--- src/pkg/tx_framing_defines.svh ---
// Register map, field positions and timing constants of the transmit framing block
`ifndef TX_FRAMING_DEFINES_SVH
`define TX_FRAMING_DEFINES_SVH
`define ADDR_PULSE_WIDTH 8'h2F
`define ADDR_BURST_LEN 8'h30
`define ADDR_WAIT_CTRL 8'h31
`define ADDR_WAIT_LOW 8'h32
`define ADDR_FRAME_CFG 8'h33
`define ADDR_STATUS 8'h3F
`define WAIT_CTRL_RESET 8'hC0
`define REG_ZERO_RESET 8'h00
`define BURST_WRITE_MASK 8'h77
`define FRAME_WRITE_MASK 8'hCF
`define WAIT_START_BIT 7
`define WAIT_UNIT_BIT 6
`define WAIT_HIGH_MSB 5
`define WAIT_HIGH_LSB 3
`define STOP_GUARD_MSB 2
`define STOP_GUARD_LSB 0
`define SYM1_BURST_MSB 6
`define SYM1_BURST_LSB 4
`define SYM0_BURST_MSB 2
`define SYM0_BURST_LSB 0
`define TX_PARITY_BIT 7
`define RX_PARITY_BIT 6
`define STOP_SYM_MSB 3
`define STOP_SYM_LSB 2
`define START_SYM_MSB 1
`define START_SYM_LSB 0
`define CLOCK_KHZ 125000
`define CARRIER_KHZ 13560
`define WAIT_UNIT_CARRIERS 8'h10
`define SLOT_CARRIERS_MAX 8'h80
`endif

--- src/pkg/tx_framing_pkg.sv ---
// Types shared by the transmit framing block
package tx_framing_pkg;
  // Frame sequencer, Gray along the usual path
  typedef enum logic [2:0] {
    ST_IDLE = 3'b000,
    ST_HOLD = 3'b001,
    ST_SSYM = 3'b011,
    ST_BYTE = 3'b010,
    ST_GUARD = 3'b110,
    ST_ESYM = 3'b111
  } state_e;
  // Software visible registers
  typedef struct packed {
    logic [7:0] width;
    logic [7:0] burst;
    logic [7:0] wctrl;
    logic [7:0] wlow;
    logic [7:0] frame;
  } regs_s;
  // Whole state of the block
  typedef struct packed {
    regs_s regs;
    state_e st;
    logic [16:0] acc;
    logic tick;
    logic [7:0] slot_c;
    logic [8:0] slots;
    logic [8:0] pulse_cnt;
    logic [3:0] bit_idx;
    logic [7:0] shreg;
    logic par;
    logic have;
    logic last;
    logic [1:0] sym;
    logic burst;
    logic cur_bit;
    logic [10:0] wait_cnt;
    logic [7:0] unit_c;
    logic pending;
    logic tx_end;
    logic [7:0] rdata;
    logic rx_valid;
    logic [7:0] rx_data;
    logic rx_perr;
  } state_s;
endpackage

--- src/design/nfc_tx_framing_control.sv ---
// Transmit framing, pulse, burst and wait control of the reader front end
//
// The implementer's own choice: the strobed register port.
`timescale 1ns/100ps
`default_nettype none
`include "tx_framing_defines.svh"
module nfc_tx_framing_control #(
  parameter int unsigned CLOCK_KHZ = `CLOCK_KHZ
) (
  input wire logic i_clock,
  input wire logic i_reset,
  input wire logic [7:0] i_addr,
  input wire logic [7:0] i_wdata,
  input wire logic i_write,
  input wire logic i_read,
  output logic [7:0] o_rdata,
  input wire logic [1:0] i_rate_sel,
  input wire logic i_miller_en,
  input wire logic i_pulse_start_select,
  input wire logic i_burst_en,
  input wire logic [1:0] i_burst_level_control,
  input wire logic i_type_b,
  input wire logic i_tx_start,
  input wire logic i_tx_valid,
  input wire logic [7:0] i_tx_data,
  input wire logic i_tx_last,
  output logic o_tx_ready,
  input wire logic i_rx_end,
  input wire logic i_rx_valid,
  input wire logic [8:0] i_rx_data,
  output logic o_rx_valid,
  output logic [7:0] o_rx_data,
  output logic o_rx_parity_error,
  output logic o_tx_bit,
  output logic o_mod_pulse,
  output logic o_burst_active,
  output logic o_busy,
  output logic o_tx_end
);
  import tx_framing_pkg::*;

  // **********************************
  // Parameter checks
  // **********************************
  // Divider needs a clock faster than the carrier and a 17-bit phase
  if (CLOCK_KHZ <= `CARRIER_KHZ || CLOCK_KHZ > 131071) begin : g_bad_clock
    $error("clock rate unusable for carrier divider");
  end

  // **********************************
  // Helpers
  // **********************************
  // Burst code to bit count
  function automatic logic [8:0] burst_bits(input logic [2:0] code);
    logic [8:0] b;
    case (code)
      3'h0: b = 9'h008;
      3'h1: b = 9'h010;
      3'h2: b = 9'h020;
      3'h3: b = 9'h030;
      3'h4: b = 9'h040;
      3'h5: b = 9'h060;
      3'h6: b = 9'h080;
      default: b = 9'h100;
    endcase
    return b;
  endfunction

  // Register index, 0 for unmapped; used by read and write
  function automatic logic [2:0] reg_sel(input logic [7:0] a);
    logic [2:0] r;
    r = 3'h0;
    if (a == `ADDR_PULSE_WIDTH) r = 3'h1;
    else if (a == `ADDR_BURST_LEN) r = 3'h2;
    else if (a == `ADDR_WAIT_CTRL) r = 3'h3;
    else if (a == `ADDR_WAIT_LOW) r = 3'h4;
    else if (a == `ADDR_FRAME_CFG) r = 3'h5;
    else if (a == `ADDR_STATUS) r = 3'h6;
    return r;
  endfunction

  state_s s_r;
  state_s s_nxt;
  logic [7:0] slot_len;
  logic [7:0] half_len;
  logic [7:0] unit_len;
  logic [7:0] start_pos;
  logic [10:0] wait_value;
  logic active;
  logic slot_end;
  logic needs_pulse;
  logic tx_par_en;
  logic rx_par_en;

  // **********************************
  // Derived timing
  // **********************************
  // Bit slot shrinks with rate: 128, 64, 32, 16 carriers
  assign slot_len = `SLOT_CARRIERS_MAX >> i_rate_sel;
  assign half_len = slot_len >> 1;
  assign unit_len = s_r.regs.wctrl[`WAIT_UNIT_BIT] ? half_len : `WAIT_UNIT_CARRIERS;
  assign wait_value = {s_r.regs.wctrl[`WAIT_HIGH_MSB:`WAIT_HIGH_LSB], s_r.regs.wlow};
  assign tx_par_en = s_r.regs.frame[`TX_PARITY_BIT];
  assign rx_par_en = s_r.regs.frame[`RX_PARITY_BIT];
  assign active = (s_r.st == ST_SSYM) || (s_r.st == ST_ESYM) || (s_r.st == ST_GUARD) ||
                  (s_r.st == ST_BYTE && s_r.have);
  assign slot_end = active && s_r.tick && (s_r.slot_c == slot_len - 8'h01);
  // pulses only under Miller and outside bursts; symbols 2 and 3 included, symbol 1 never
  assign needs_pulse = i_miller_en && !s_r.burst && (s_r.cur_bit || s_r.sym == 2'h3);
  // start position; symbol 3 always pulses at bit start
  assign start_pos = (i_pulse_start_select && s_r.sym != 2'h3) ? half_len : 8'h00;

  // **********************************
  // Next state
  // **********************************
  // One pass over sequencer, timers, wait gate and registers
  always_comb begin
    logic [17:0] acc_sum; // Spare bit: phase plus step can pass 2^17 at fast clocks
    logic to_end;
    logic finish;
    logic [1:0] esym;
    acc_sum = 18'h00000;
    to_end = 1'b0;
    finish = 1'b0;
    esym = s_r.regs.frame[`STOP_SYM_MSB:`STOP_SYM_LSB];
    s_nxt = s_r;
    s_nxt.tick = 1'b0;
    s_nxt.tx_end = 1'b0;
    s_nxt.rx_valid = 1'b0;

    // Fractional divider makes the carrier enable pulse
    acc_sum = {1'b0, s_r.acc} + 18'(`CARRIER_KHZ);
    if (acc_sum >= 18'(CLOCK_KHZ)) begin
      s_nxt.acc = 17'(acc_sum - 18'(CLOCK_KHZ));
      s_nxt.tick = 1'b1;
    end else begin
      s_nxt.acc = acc_sum[16:0];
    end

    // Slot carrier counter
    if (active && s_r.tick) begin
      s_nxt.slot_c = slot_end ? 8'h00 : s_r.slot_c + 8'h01;
    end

    if (active && s_r.tick && s_r.slot_c == start_pos && needs_pulse) begin
      s_nxt.pulse_cnt = {1'b0, s_r.regs.width} + 9'h001;
    end else if (s_r.tick && s_r.pulse_cnt != 9'h000) begin
      s_nxt.pulse_cnt = s_r.pulse_cnt - 9'h001;
    end
    if (slot_end || !active) begin
      s_nxt.pulse_cnt = 9'h000;
    end

    // Request stays pending until the sequencer accepts it
    if (i_tx_start) begin
      s_nxt.pending = 1'b1;
    end

    case (s_r.st)
      ST_IDLE: begin
        if (s_nxt.pending) begin
          s_nxt.pending = 1'b0;
          s_nxt.st = ST_HOLD;
        end
      end
      ST_HOLD: begin
        // hold until the wait has run out
        if (s_r.wait_cnt == 11'h000) begin
          s_nxt.slot_c = 8'h00;
          s_nxt.sym = s_r.regs.frame[`START_SYM_MSB:`START_SYM_LSB];
          if (s_nxt.sym != 2'h0) begin
            s_nxt.st = ST_SSYM;
          end else begin
            s_nxt.st = ST_BYTE;
            s_nxt.have = 1'b0;
          end
        end
      end
      ST_SSYM, ST_ESYM: begin
        if (slot_end) begin
          s_nxt.slots = s_r.slots - 9'h001;
          if (s_r.slots == 9'h001) begin
            s_nxt.burst = 1'b0;
            s_nxt.sym = 2'h0;
            if (s_r.st == ST_ESYM) begin
              finish = 1'b1;
            end else begin
              s_nxt.st = ST_BYTE;
              s_nxt.have = 1'b0;
            end
          end
        end
      end
      ST_BYTE: begin
        if (!s_r.have) begin
          // Byte taken only between bytes; stalls the slot timer meanwhile
          if (i_tx_valid) begin
            s_nxt.have = 1'b1;
            s_nxt.shreg = i_tx_data;
            s_nxt.cur_bit = i_tx_data[0];
            s_nxt.par = ~^i_tx_data;
            s_nxt.last = i_tx_last;
            s_nxt.bit_idx = 4'h0;
            s_nxt.slot_c = 8'h00;
          end
        end else if (slot_end) begin
          if (s_r.bit_idx < 4'h7) begin
            s_nxt.bit_idx = s_r.bit_idx + 4'h1;
            s_nxt.shreg = s_r.shreg >> 1;
            s_nxt.cur_bit = s_r.shreg[1];
          end else if (s_r.bit_idx == 4'h7 && tx_par_en) begin
            // odd parity bit after the byte
            s_nxt.bit_idx = 4'h8;
            s_nxt.cur_bit = s_r.par;
          end else begin
            s_nxt.have = 1'b0;
            if (s_r.last) begin
              // stop bit and extra guard units, type B only
              if (i_type_b && s_r.regs.wctrl[`STOP_GUARD_MSB:`STOP_GUARD_LSB] != 3'h0) begin
                s_nxt.st = ST_GUARD;
                s_nxt.slots = {6'h00, s_r.regs.wctrl[`STOP_GUARD_MSB:`STOP_GUARD_LSB]};
                s_nxt.cur_bit = 1'b1;
              end else begin
                to_end = 1'b1;
              end
            end
          end
        end
      end
      ST_GUARD: begin
        if (slot_end) begin
          s_nxt.slots = s_r.slots - 9'h001;
          if (s_r.slots == 9'h001) begin
            to_end = 1'b1;
          end
        end
      end
      default: begin
        s_nxt.st = ST_IDLE;
      end
    endcase

    if (to_end) begin
      if (esym != 2'h0) begin
        s_nxt.st = ST_ESYM;
        s_nxt.sym = esym;
        s_nxt.slot_c = 8'h00;
      end else begin
        finish = 1'b1;
      end
    end

    // symbol 0 and 1 as bursts at the chosen level
    if ((s_nxt.st == ST_SSYM || s_nxt.st == ST_ESYM) && s_nxt.st != s_r.st) begin
      s_nxt.burst = i_burst_en && s_nxt.sym != 2'h3;
      s_nxt.cur_bit = (s_nxt.sym == 2'h1) ? 1'b0 : 1'b1;
      s_nxt.slots = 9'h001;
      if (s_nxt.burst) begin
        s_nxt.cur_bit = i_burst_level_control[s_nxt.sym[1]];
        s_nxt.slots = s_nxt.sym[1] ?
          burst_bits(s_r.regs.burst[`SYM1_BURST_MSB:`SYM1_BURST_LSB]) :
          burst_bits(s_r.regs.burst[`SYM0_BURST_MSB:`SYM0_BURST_LSB]);
      end
    end

    if (finish) begin
      s_nxt.st = ST_IDLE;
      s_nxt.tx_end = 1'b1;
      s_nxt.cur_bit = 1'b0;
    end

    // minimum gap enforced by the counter
    if ((finish && !s_r.regs.wctrl[`WAIT_START_BIT]) ||
        (i_rx_end && s_r.regs.wctrl[`WAIT_START_BIT])) begin
      s_nxt.wait_cnt = wait_value;
      s_nxt.unit_c = 8'h00;
    end else if (s_r.wait_cnt != 11'h000 && s_r.tick) begin
      if (s_r.unit_c >= unit_len - 8'h01) begin
        s_nxt.unit_c = 8'h00;
        s_nxt.wait_cnt = s_r.wait_cnt - 11'h001;
      end else begin
        s_nxt.unit_c = s_r.unit_c + 8'h01;
      end
    end

    if (i_rx_valid) begin
      s_nxt.rx_valid = 1'b1;
      s_nxt.rx_data = i_rx_data[7:0];
      s_nxt.rx_perr = rx_par_en && !(^i_rx_data);
    end

    // Register writes; reserved bits kept at zero
    if (i_write) begin
      case (reg_sel(i_addr))
        3'h1: s_nxt.regs.width = i_wdata;
        3'h2: s_nxt.regs.burst = i_wdata & `BURST_WRITE_MASK;
        3'h3: s_nxt.regs.wctrl = i_wdata;
        3'h4: s_nxt.regs.wlow = i_wdata;
        3'h5: s_nxt.regs.frame = i_wdata & `FRAME_WRITE_MASK;
        default: s_nxt.regs = s_r.regs;
      endcase
    end

    // Read data for the next cycle; unmapped reads zero
    s_nxt.rdata = 8'h00;
    if (i_read) begin
      case (reg_sel(i_addr))
        3'h1: s_nxt.rdata = s_r.regs.width;
        3'h2: s_nxt.rdata = s_r.regs.burst;
        3'h3: s_nxt.rdata = s_r.regs.wctrl;
        3'h4: s_nxt.rdata = s_r.regs.wlow;
        3'h5: s_nxt.rdata = s_r.regs.frame;
        3'h6: s_nxt.rdata = {4'h0, s_r.rx_perr, s_r.pending, s_r.wait_cnt != 11'h000, s_r.st != ST_IDLE};
        default: s_nxt.rdata = 8'h00;
      endcase
    end
  end

  // **********************************
  // State register
  // **********************************
  // wait control comes up at C0h
  always_ff @(posedge i_clock) begin
    if (i_reset) begin
      s_r <= '0;
      s_r.st <= ST_IDLE;
      s_r.regs.wctrl <= `WAIT_CTRL_RESET;
      s_r.regs.width <= `REG_ZERO_RESET;
    end else begin
      s_r <= s_nxt;
    end
  end

  // Outputs straight from state
  assign o_rdata = s_r.rdata;
  assign o_tx_ready = (s_r.st == ST_BYTE) && !s_r.have;
  assign o_rx_valid = s_r.rx_valid;
  assign o_rx_data = s_r.rx_data;
  assign o_rx_parity_error = s_r.rx_perr;
  assign o_tx_bit = s_r.cur_bit;
  assign o_mod_pulse = s_r.pulse_cnt != 9'h000;
  assign o_burst_active = s_r.burst;
  assign o_busy = s_r.st != ST_IDLE;
  assign o_tx_end = s_r.tx_end;
endmodule
`default_nettype wire

--- config.mk ---
export PLATFORM = sky130hd
export DESIGN_NAME = nfc_tx_framing_control
export DESIGN_NICKNAME = d
export VERILOG_FILES = /design/src/pkg/tx_framing_pkg.sv /design/src/design/nfc_tx_framing_control.sv
export VERILOG_INCLUDE_DIRS = /design/src /design/src/pkg
export SDC_FILE = /design/constraint.sdc
export NUM_CORES = 1
export LEC_CHECK = 0
export ABC_AREA = 0
export BUFFER_PORTS_ARGS = -buffer_cell sky130_fd_sc_hd__buf_2
export CORE_ASPECT_RATIO = 1.4
export CORE_MARGIN = 10
export CORE_UTILIZATION = 30
export DETAILED_ROUTE_END_ITERATION = 8
export SLEW_MARGIN = 25
export SYNTH_ARGS = -nofsm -noshare
export SYNTH_HDL_FRONTEND = slang
export SYNTH_SLANG_ARGS = --single-unit
export TNS_END_PERCENT = 1
--- constraint.sdc ---
create_clock -name i_clock -period 7.7 [get_ports i_clock]
set_input_delay 0.385 -clock i_clock [delete_from_list [all_inputs] [get_ports i_clock]]
set_output_delay 0.385 -clock i_clock [all_outputs]
set_load 0.01 [all_outputs]
==> metrics.md, run 1 <==
| Metric | Value |
|---|---|
| Asr flop ratio synth | `0%` |
| Min-Delay Path Depth | `3` |
| Initial antenna violation count | `0` |
| Drt via density | `around 5.4` |
| Drt wl/cell | `between 15 and 20 um` |
| Clock sinks | `roughly 140` |
| Main synth FF type | `dfxtp_1` |
| Number of synthesized flops with an enable pin | `0` |
| Layout cells sized above 1 | `approximately 14%` |
| Final Hold Vio Count | `0` |
| CP endpoint kind | `flip-flop` |
| Total negative slack | `0 ns` |
| Skew-Pair Late Insertion Delay | `0.43 ns` |
| Static Leak | `roughly 3.2 nW` |
| CP Cell Sequence | `inv_1 > ha_1 > or3b_2 > a21oi_1 > o31ai_1 > o31ai_2 > a211oi_2 > and3_1 > nor3_1` |
| Final cycle utilization of the critical path | `approximately two fifths` |
| Hold Buf Count CTS | `0` |
| Total grt overflow | `0` |
| FF+latch count, synth | `137` |
| All-Layer GR Usage | `around 14%` |
| CP max FO | `13` |
| Status | `complete, no violations` |
| WS Path Type | `flip-flop to flip-flop` |
| Syn_area_per_cell | `about 8.0 um2` |
| CTS resizes | `0` |
| Boundary Pins | `74` |
| Global-route wire length before repair | `~37000 um` |
| Residual DRC | `0` |
| Post-DP HPWL | `roughly 17000 um` |
| Min cycle time layout | `3.21 ns` |
| Gpl congestion | `roughly 0.9` |
| Die extent in x | `between 150 and 200 um` |
| Nets | `~1100` |
| Finish-stage setup viols | `0` |
| Final slew viol count | `0` |
| Number of distinct library cells after synthesis | `about 90` |
| Worst EP required | `between 7 and 8 ns` |
| Overall power | `between 1.5 and 2 mW` |
| Delay of the slowest cell on the worst path | `around 0.66 ns` |
| Core area | `about 26000 um2` |
| Via count | `7407` |
| Max Clock Freq | `roughly 310 MHz` |
| # port buffers | `73` |
| Mapped cell area | `about 8000 um2` |
| Worst-path clk slew | `~0.07 ns` |
| Slew headroom | `just under 30%` |
| Cells on worst reg2reg path | `9` |
| CTS HTree Levels | `4` |
| Total power per unit cell area | `around 210 nW/um2` |
| Least-Margin Pin Slew | `1.07 ns` |
| Worst VDD drop | `~0.14 mV` |
| Post-CTS Setup Repair Bufs | `0` |
| Clock Tree Buf Depth | `2` |
| Diodes inserted | `0` |
| Pin count of the biggest net entering global routing | `94` |
| Initial Util | `30.5%` |
| Vias in the first global route | `~7000` |
| CTS tree | `done` |
| Clock root cell | `clkbuf_16` |
| Row cnt | `70` |
| Critical path's slowest cell | `a211oi_2` |
| CTS buffer count | `17` |
| Final wirelength | `approximately 23000 um` |
| Cells after Synth | `about 1000` |
| Register area share after synthesis | `34.2%` |
| Max-cap violations | `0` |
| Worst hold slack | `0.211 ns` |
| CP Data Arrival Time | `3.50 ns` |
| Clock Skew | `around 0.0096 ns` |
| Yosys warns | `0` |
| Die area | `between 30000 and 40000 um2` |
| Hold crit path type | `primary input to flip-flop` |
| Post-route ant nets | `0` |
| Pre-antenna DRT Iters | `8` |
| Startpoint types | `flip-flop` |
| Die Y | `213 um` |
| P&R area growth vs syn | `13.0%` |
| RSZ-0062 raised after global routing | `false` |
| Iter 0 DRT Violations | `528` |
==> registers in the layout, summed over array words and instances, names as in the netlist <==
signal	flops
o_tx_end	1
o_tx_bit	1
o_rx_valid	1
s_r	115
o_rx_data	8
rx_par_en	1
o_burst_active	1
o_rdata	8
o_rx_parity_error	1
==> layout make-up <==
cell class,instances,area (um2)
clock inverters,14,131
clock buffers,18,429
repair buffers,77,402
fillers,2798,17200
multi-input cells,767,4820
inverters,35,131
well taps,324,405
flip-flops and latches,137,2740
==> critical path: cells and delay by family (launching register included) <==
family,cells,cell delay (ns)
AOI/OAI and AO/OA,4,1.51
adders and majority gates,1,0.37
buffers and inverters,1,0.15
DFF,1,0.50
and+or+nand+nor,3,0.52
==> cells by family after synthesis <==
family          share of synthesized area (%)
fa+ha+maj                                2.65
simple gates                             24.4
xor+xnor                                 6.23
other cells                            0.0468
flops                                    34.2
mux                                      3.01
buf+inv                                  5.74
compound gates                           23.7
==> where the power goes <==
part           switching [mW]  internal (mW)
Sequential             0.0462          0.740
Combinational           0.193          0.131
Clock                   0.357          0.425
Total                   0.597           1.30
==> synth_stat cells, types with 4 or more instances <==
master | n | share of area [%]
nor2_1 | 105 | 4.9
and3_1 | 6 | 0.47
xor2_1 | 19 | 2.1
a21oi_1 | 93 | 5.8
nor3_1 | 18 | 1.1
a211oi_1 | 25 | 2.3
o21ai_1 | 5 | 0.31
dfxtp_1 | 137 | 34
a22oi_1 | 7 | 0.66
nand3_1 | 55 | 3.4
buf_2 | 8 | 0.50
a2111oi_0 | 5 | 0.55
nor2b_1 | 8 | 0.62
mux2i_1 | 14 | 1.7
or2_2 | 4 | 0.31
inv_1 | 33 | 1.5
and2_1 | 9 | 0.70
o21ai_0 | 33 | 2.1
or3_1 | 6 | 0.47
a222oi_1 | 7 | 0.87
nand4_1 | 14 | 1.1
clkbuf_1 | 37 | 1.7
nor4_1 | 12 | 0.94
or4_1 | 8 | 0.75
buf_4 | 16 | 1.5
ha_1 | 17 | 2.7
a21o_1 | 8 | 0.75
mux2_2 | 7 | 0.98
a31oi_1 | 6 | 0.47
nand2b_1 | 13 | 1.0
nand2_1 | 112 | 5.2
a221oi_1 | 7 | 0.76
o21a_1 | 6 | 0.56
nor3b_1 | 6 | 0.56
xnor2_1 | 38 | 4.2
o211ai_1 | 6 | 0.56
==> metrics by stage <==
stage | std cells | worst slack, ns | instance area, um2 | utilization (%)
after floorplan | 1004 | 4.92 | 8020 | -
after global placement | 1340 | 4.61 | 8490 | 32.3
after detailed placement | 1340 | 4.55 | 8490 | 32.3
after CTS | 1372 | 4.54 | 9050 | 34.5
after global routing | 1372 | 4.21 | 9060 | 34.5
final | 1372 | 4.49 | 9060 | 34.5
==> layout by cell type (no fill, tap or decap), types with 5 or more instances in the layout <==
cell and n:
a2111oi_0 5, clkbuf_16 17, mux2i_1 14, inv_6 6, buf_2 72, nor4_1 12
a222oi_1 7, nor3b_1 6, dfxtp_1 137, a21oi_1 93, nor2_1 105, a22oi_1 7
or4_1 8, nor2b_1 8, mux2_2 7, o21a_1 6, inv_1 33, a211oi_1 25
nor3_1 18, xor2_1 19, xnor2_1 38, or3_1 6, nand4_1 14, ha_1 17
a21o_1 8, o21ai_1 5, a31oi_1 6, a221oi_1 7, o211ai_1 6, o21ai_0 33
nand2b_1 13, and2_1 9, nand2_1 112, and3_1 6, nand3_1 55
==> path summary, 6_finish.rpt <==
path	to	slack, ns	from
setup / recovery	s_r[94]$_SDFF_PP0_	4.49	s_r[88]$_SDFFE_PP0P_
hold / removal	o_rx_data[5]$_SDFFE_PP0P_	0.21	i_rx_data[5]
setup reg to reg	s_r[94]$_SDFF_PP0_	4.49	s_r[88]$_SDFFE_PP0P_
hold reg to reg	s_r[53]$_SDFFE_PP0P_	0.47	s_r[53]$_SDFFE_PP0P_
==> metal layers <==
metal | GRT usage, % | vias to the layer above | wire, um
li1 | - | 3693 | -
met1 | 14.9 | 3468 | 9020
met2 | 25.2 | 197 | 12400
met3 | 2.53 | 49 | 951
met4 | 6.21 | 0 | 697
met5 | 0 | - | 0
Note: power is estimated with default switching activity, not from simulation.
==> run 2: changes to the inputs <==
Clock period 7.7 ns to 2.65 ns, I/O delays scaled along.
==> run 2 against run 1 <==
Against the previous run: the flow now finishes with violations (negative setup slack); wire length increased by 6.4%; clock skew increased by 0.0043 ns; register-to-register slack got worse by 4.5 ns; sequential share of layout area decreased by 2.6 points; clock power increased to 3.1 times the previous value; via count increased by 5.6%; fmax increased by 20%; clock-buffer cell count decreased by 1; worst setup slack got worse by 4.5 ns; critical path type unchanged.
==> metrics.md, run 2 (synthesized netlist as in run 1, its figures left out) <==
| Metric | Value |
|---|---|
| Drt via density | `5.38` |
| Initial antenna violation count | `0` |
| Max Clock Freq | `375 MHz` |
| Residual DRC | `0` |
| Top Usage Layer GRT | `met2` |
| Number of flip-flops under the largest register name | `about 120` |
| Die area | `between 30000 and 40000 um2` |
| Total negative slack | `-0.0369 ns` |
| Met1 GRT Util | `15.5%` |
| Overall power | `roughly 5.9 mW` |
| Grt met2 use | `about a quarter` |
| Launch point of the worst reg-to-reg path | `s_r[67]$_SDFFE_PP0P_` |
| Via count | `a little under 8000` |
| Post-DP HPWL | `~18000 um` |
| Static Leak | `around 3.7 nW` |
| Worst-path clk slew | `around 0.07 ns` |
| Slew headroom | `between 50% and 60%` |
| Vias in the first global route | `~7700` |
| CTS HTree Levels | `4` |
| Status | `finished with violations` |
| Drt wl/cell | `between 15 and 20 um` |
| Clock Tree Buf Depth | `2` |
| Worst VDD drop | `about 0.46 mV` |
| Layout fillers | `between 2000 and 3000` |
| Row cnt | `70` |
| Hold crit path type | `primary input to flip-flop` |
| Total grt overflow | `0` |
| M3 GR Usage | `under 10%` |
| Sequential cell area | `2750 um2` |
| CP Data Arrival Time | `approximately 3.0 ns` |
| Gpl congestion | `around 0.95` |
| Least-Margin Pin Slew | `roughly 0.73 ns` |
| Startpoint types | `flip-flop` |
| Min cycle time layout | `roughly 2.7 ns` |
| Layout cells sized above 1 | `about a fifth` |
| Final slew viol count | `0` |
| Final Util | `between 30% and 40%` |
| Initial Util | `roughly 30%` |
| Min-delay src | `i_tx_valid` |
| Post-route ant nets | `0` |
| Clock sinks | `around 140` |
| CP endpoint kind | `flip-flop` |
| Most flop-heavy register | `s_r` |
| Skew-Pair Late Insertion Delay | `0.44 ns` |
| Die Y | `213 um` |
| Pin count of the biggest net entering global routing | `94` |
| Cells on worst reg2reg path | `8` |
| Most frequent cells in the layout | `dfxtp_1 (135), nand2_1 (112), nor2_1 (105)` |
| CP max FO | `8` |
| Area of the multi-input gates | `4960 um2` |
| P&R area growth vs syn | `23.9%` |
| Global-route wire length before repair | `around 39000 um` |
| Crit path from | `s_r[67]$_SDFFE_PP0P_` |
| All-Layer GR Usage | `14.4%` |
| # port buffers | `73` |
| Diodes inserted | `0` |
| Nets | `between 1000 and 1500` |
| Clock root cell | `clkbuf_16` |
| Core area | `between 20000 and 30000 um2` |
| Final worst slack | `-0.0195 ns` |
| Total power per unit cell area | `596 nW/um2` |
| Worst EP required | `2.98 ns` |
| WS Path Type | `flip-flop to flip-flop` |
| Finish-stage setup viols | `2` |
| CTS tree | `done` |
| Reg-to-reg slack, setup | `-0.02 ns` |
| Failing checks | `negative setup slack` |
| Final wirelength | `24500 um` |
| Max-cap violations | `0` |
| Commonest non-fill, non-tap cell in the layout | `dfxtp_1` |
| Pre-antenna DRT Iters | `7` |
| RSZ-0062 raised after global routing | `true` |
| CP endpoint | `o_tx_bit$_SDFFE_PP0P_` |
| Final cycle utilization of the critical path | `101%` |
| CTS buffer count | `17` |
| Worst hold slack | `0.0554 ns` |
| Iter 0 DRT Violations | `between 500 and 600` |
| Boundary Pins | `74` |
| Final Hold Vio Count | `0` |
| Place WS | `-0.0854 ns` |
| Die extent in x | `roughly 160 um` |
| Clock Skew | `between 0.01 and 0.015 ns` |
| R2r endpoint | `o_tx_bit$_SDFFE_PP0P_` |
[run 2: cell count changes in the layout (fill, tap and decap cells not counted), sizes merged]
cell	delta
bufinv	+1
inv	+2
clkinvlp	-1
clkinv	-1
clkbuf	-1
dlygate4sd3	+18
buf	+65
[run 2: layer usage]
metal / share of wire [%] / up-vias / wire (um)
met1: 40 / 3718 / 9830
met4: 3.5 / 0 / 867
li1: - / 3848 / -
met5: 0 / - / 0
met3: 3.4 / 58 / 832
met2: 53 / 200 / 13000
[run 2: worst max-delay path, cell delays in order, from the launching register on]
cell and delay, ns:
dfxtp_1 0.38, ha_1 0.15, or4b_4 0.50, nor4_4 0.41, nor2_1 0.07, or3_4 0.35, a31oi_4 0.32, o221ai_2 0.15
a31o_1 0.22
[run 2: layout make-up]
type                            instances  share of cell area [%]
Clock buffer                           17                    4.28
Clock inverter                         15                    1.76
Inverter                               35                    1.32
Multi-Input combinational cell        767                    49.9
Sequential cell                       137                    27.6
Tap cell                              324                    4.08
Timing Repair Buffer                  160                    11.0
[run 2: how the worst min path moves through the flow]
stage                                endpoint  depth (start not counted)
floorplan               s_r[144]$_SDFFE_PP0P_                          2
global placement    o_rx_data[0]$_SDFFE_PP0P_                          3
detailed placement  o_rx_data[0]$_SDFFE_PP0P_                          3
CTS                        s_r[19]$_SDFF_PP0_                          3
global route             s_r[44]$_SDFFE_PP0P_                          3
finish                   s_r[44]$_SDFFE_PP0P_                          3
[run 2: report_power, final]
group	total (mW)	leakage, nW	internal (mW)	switching [mW]
registers	2.28	1.11	2.15	0.129
clock network	2.42	0.289	1.35	1.07
logic	1.22	2.29	0.532	0.688
[run 2: metrics by stage]
step                area (um2)  std cells
floorplan                 8030       1004
finish                    9930       1455
CTS                       9800       1452
global placement          8990       1402
global route              9930       1455
detailed placement        8990       1402
[run 2: what timing repair did]
action,4_1_cts,5_1_grt
buffers inserted,0,3
resized for setup,8,24
setup endpoints to repair,4,37
endpoints found under the hold margin,36,0
pin swaps,3,8
hold buffers,18,0
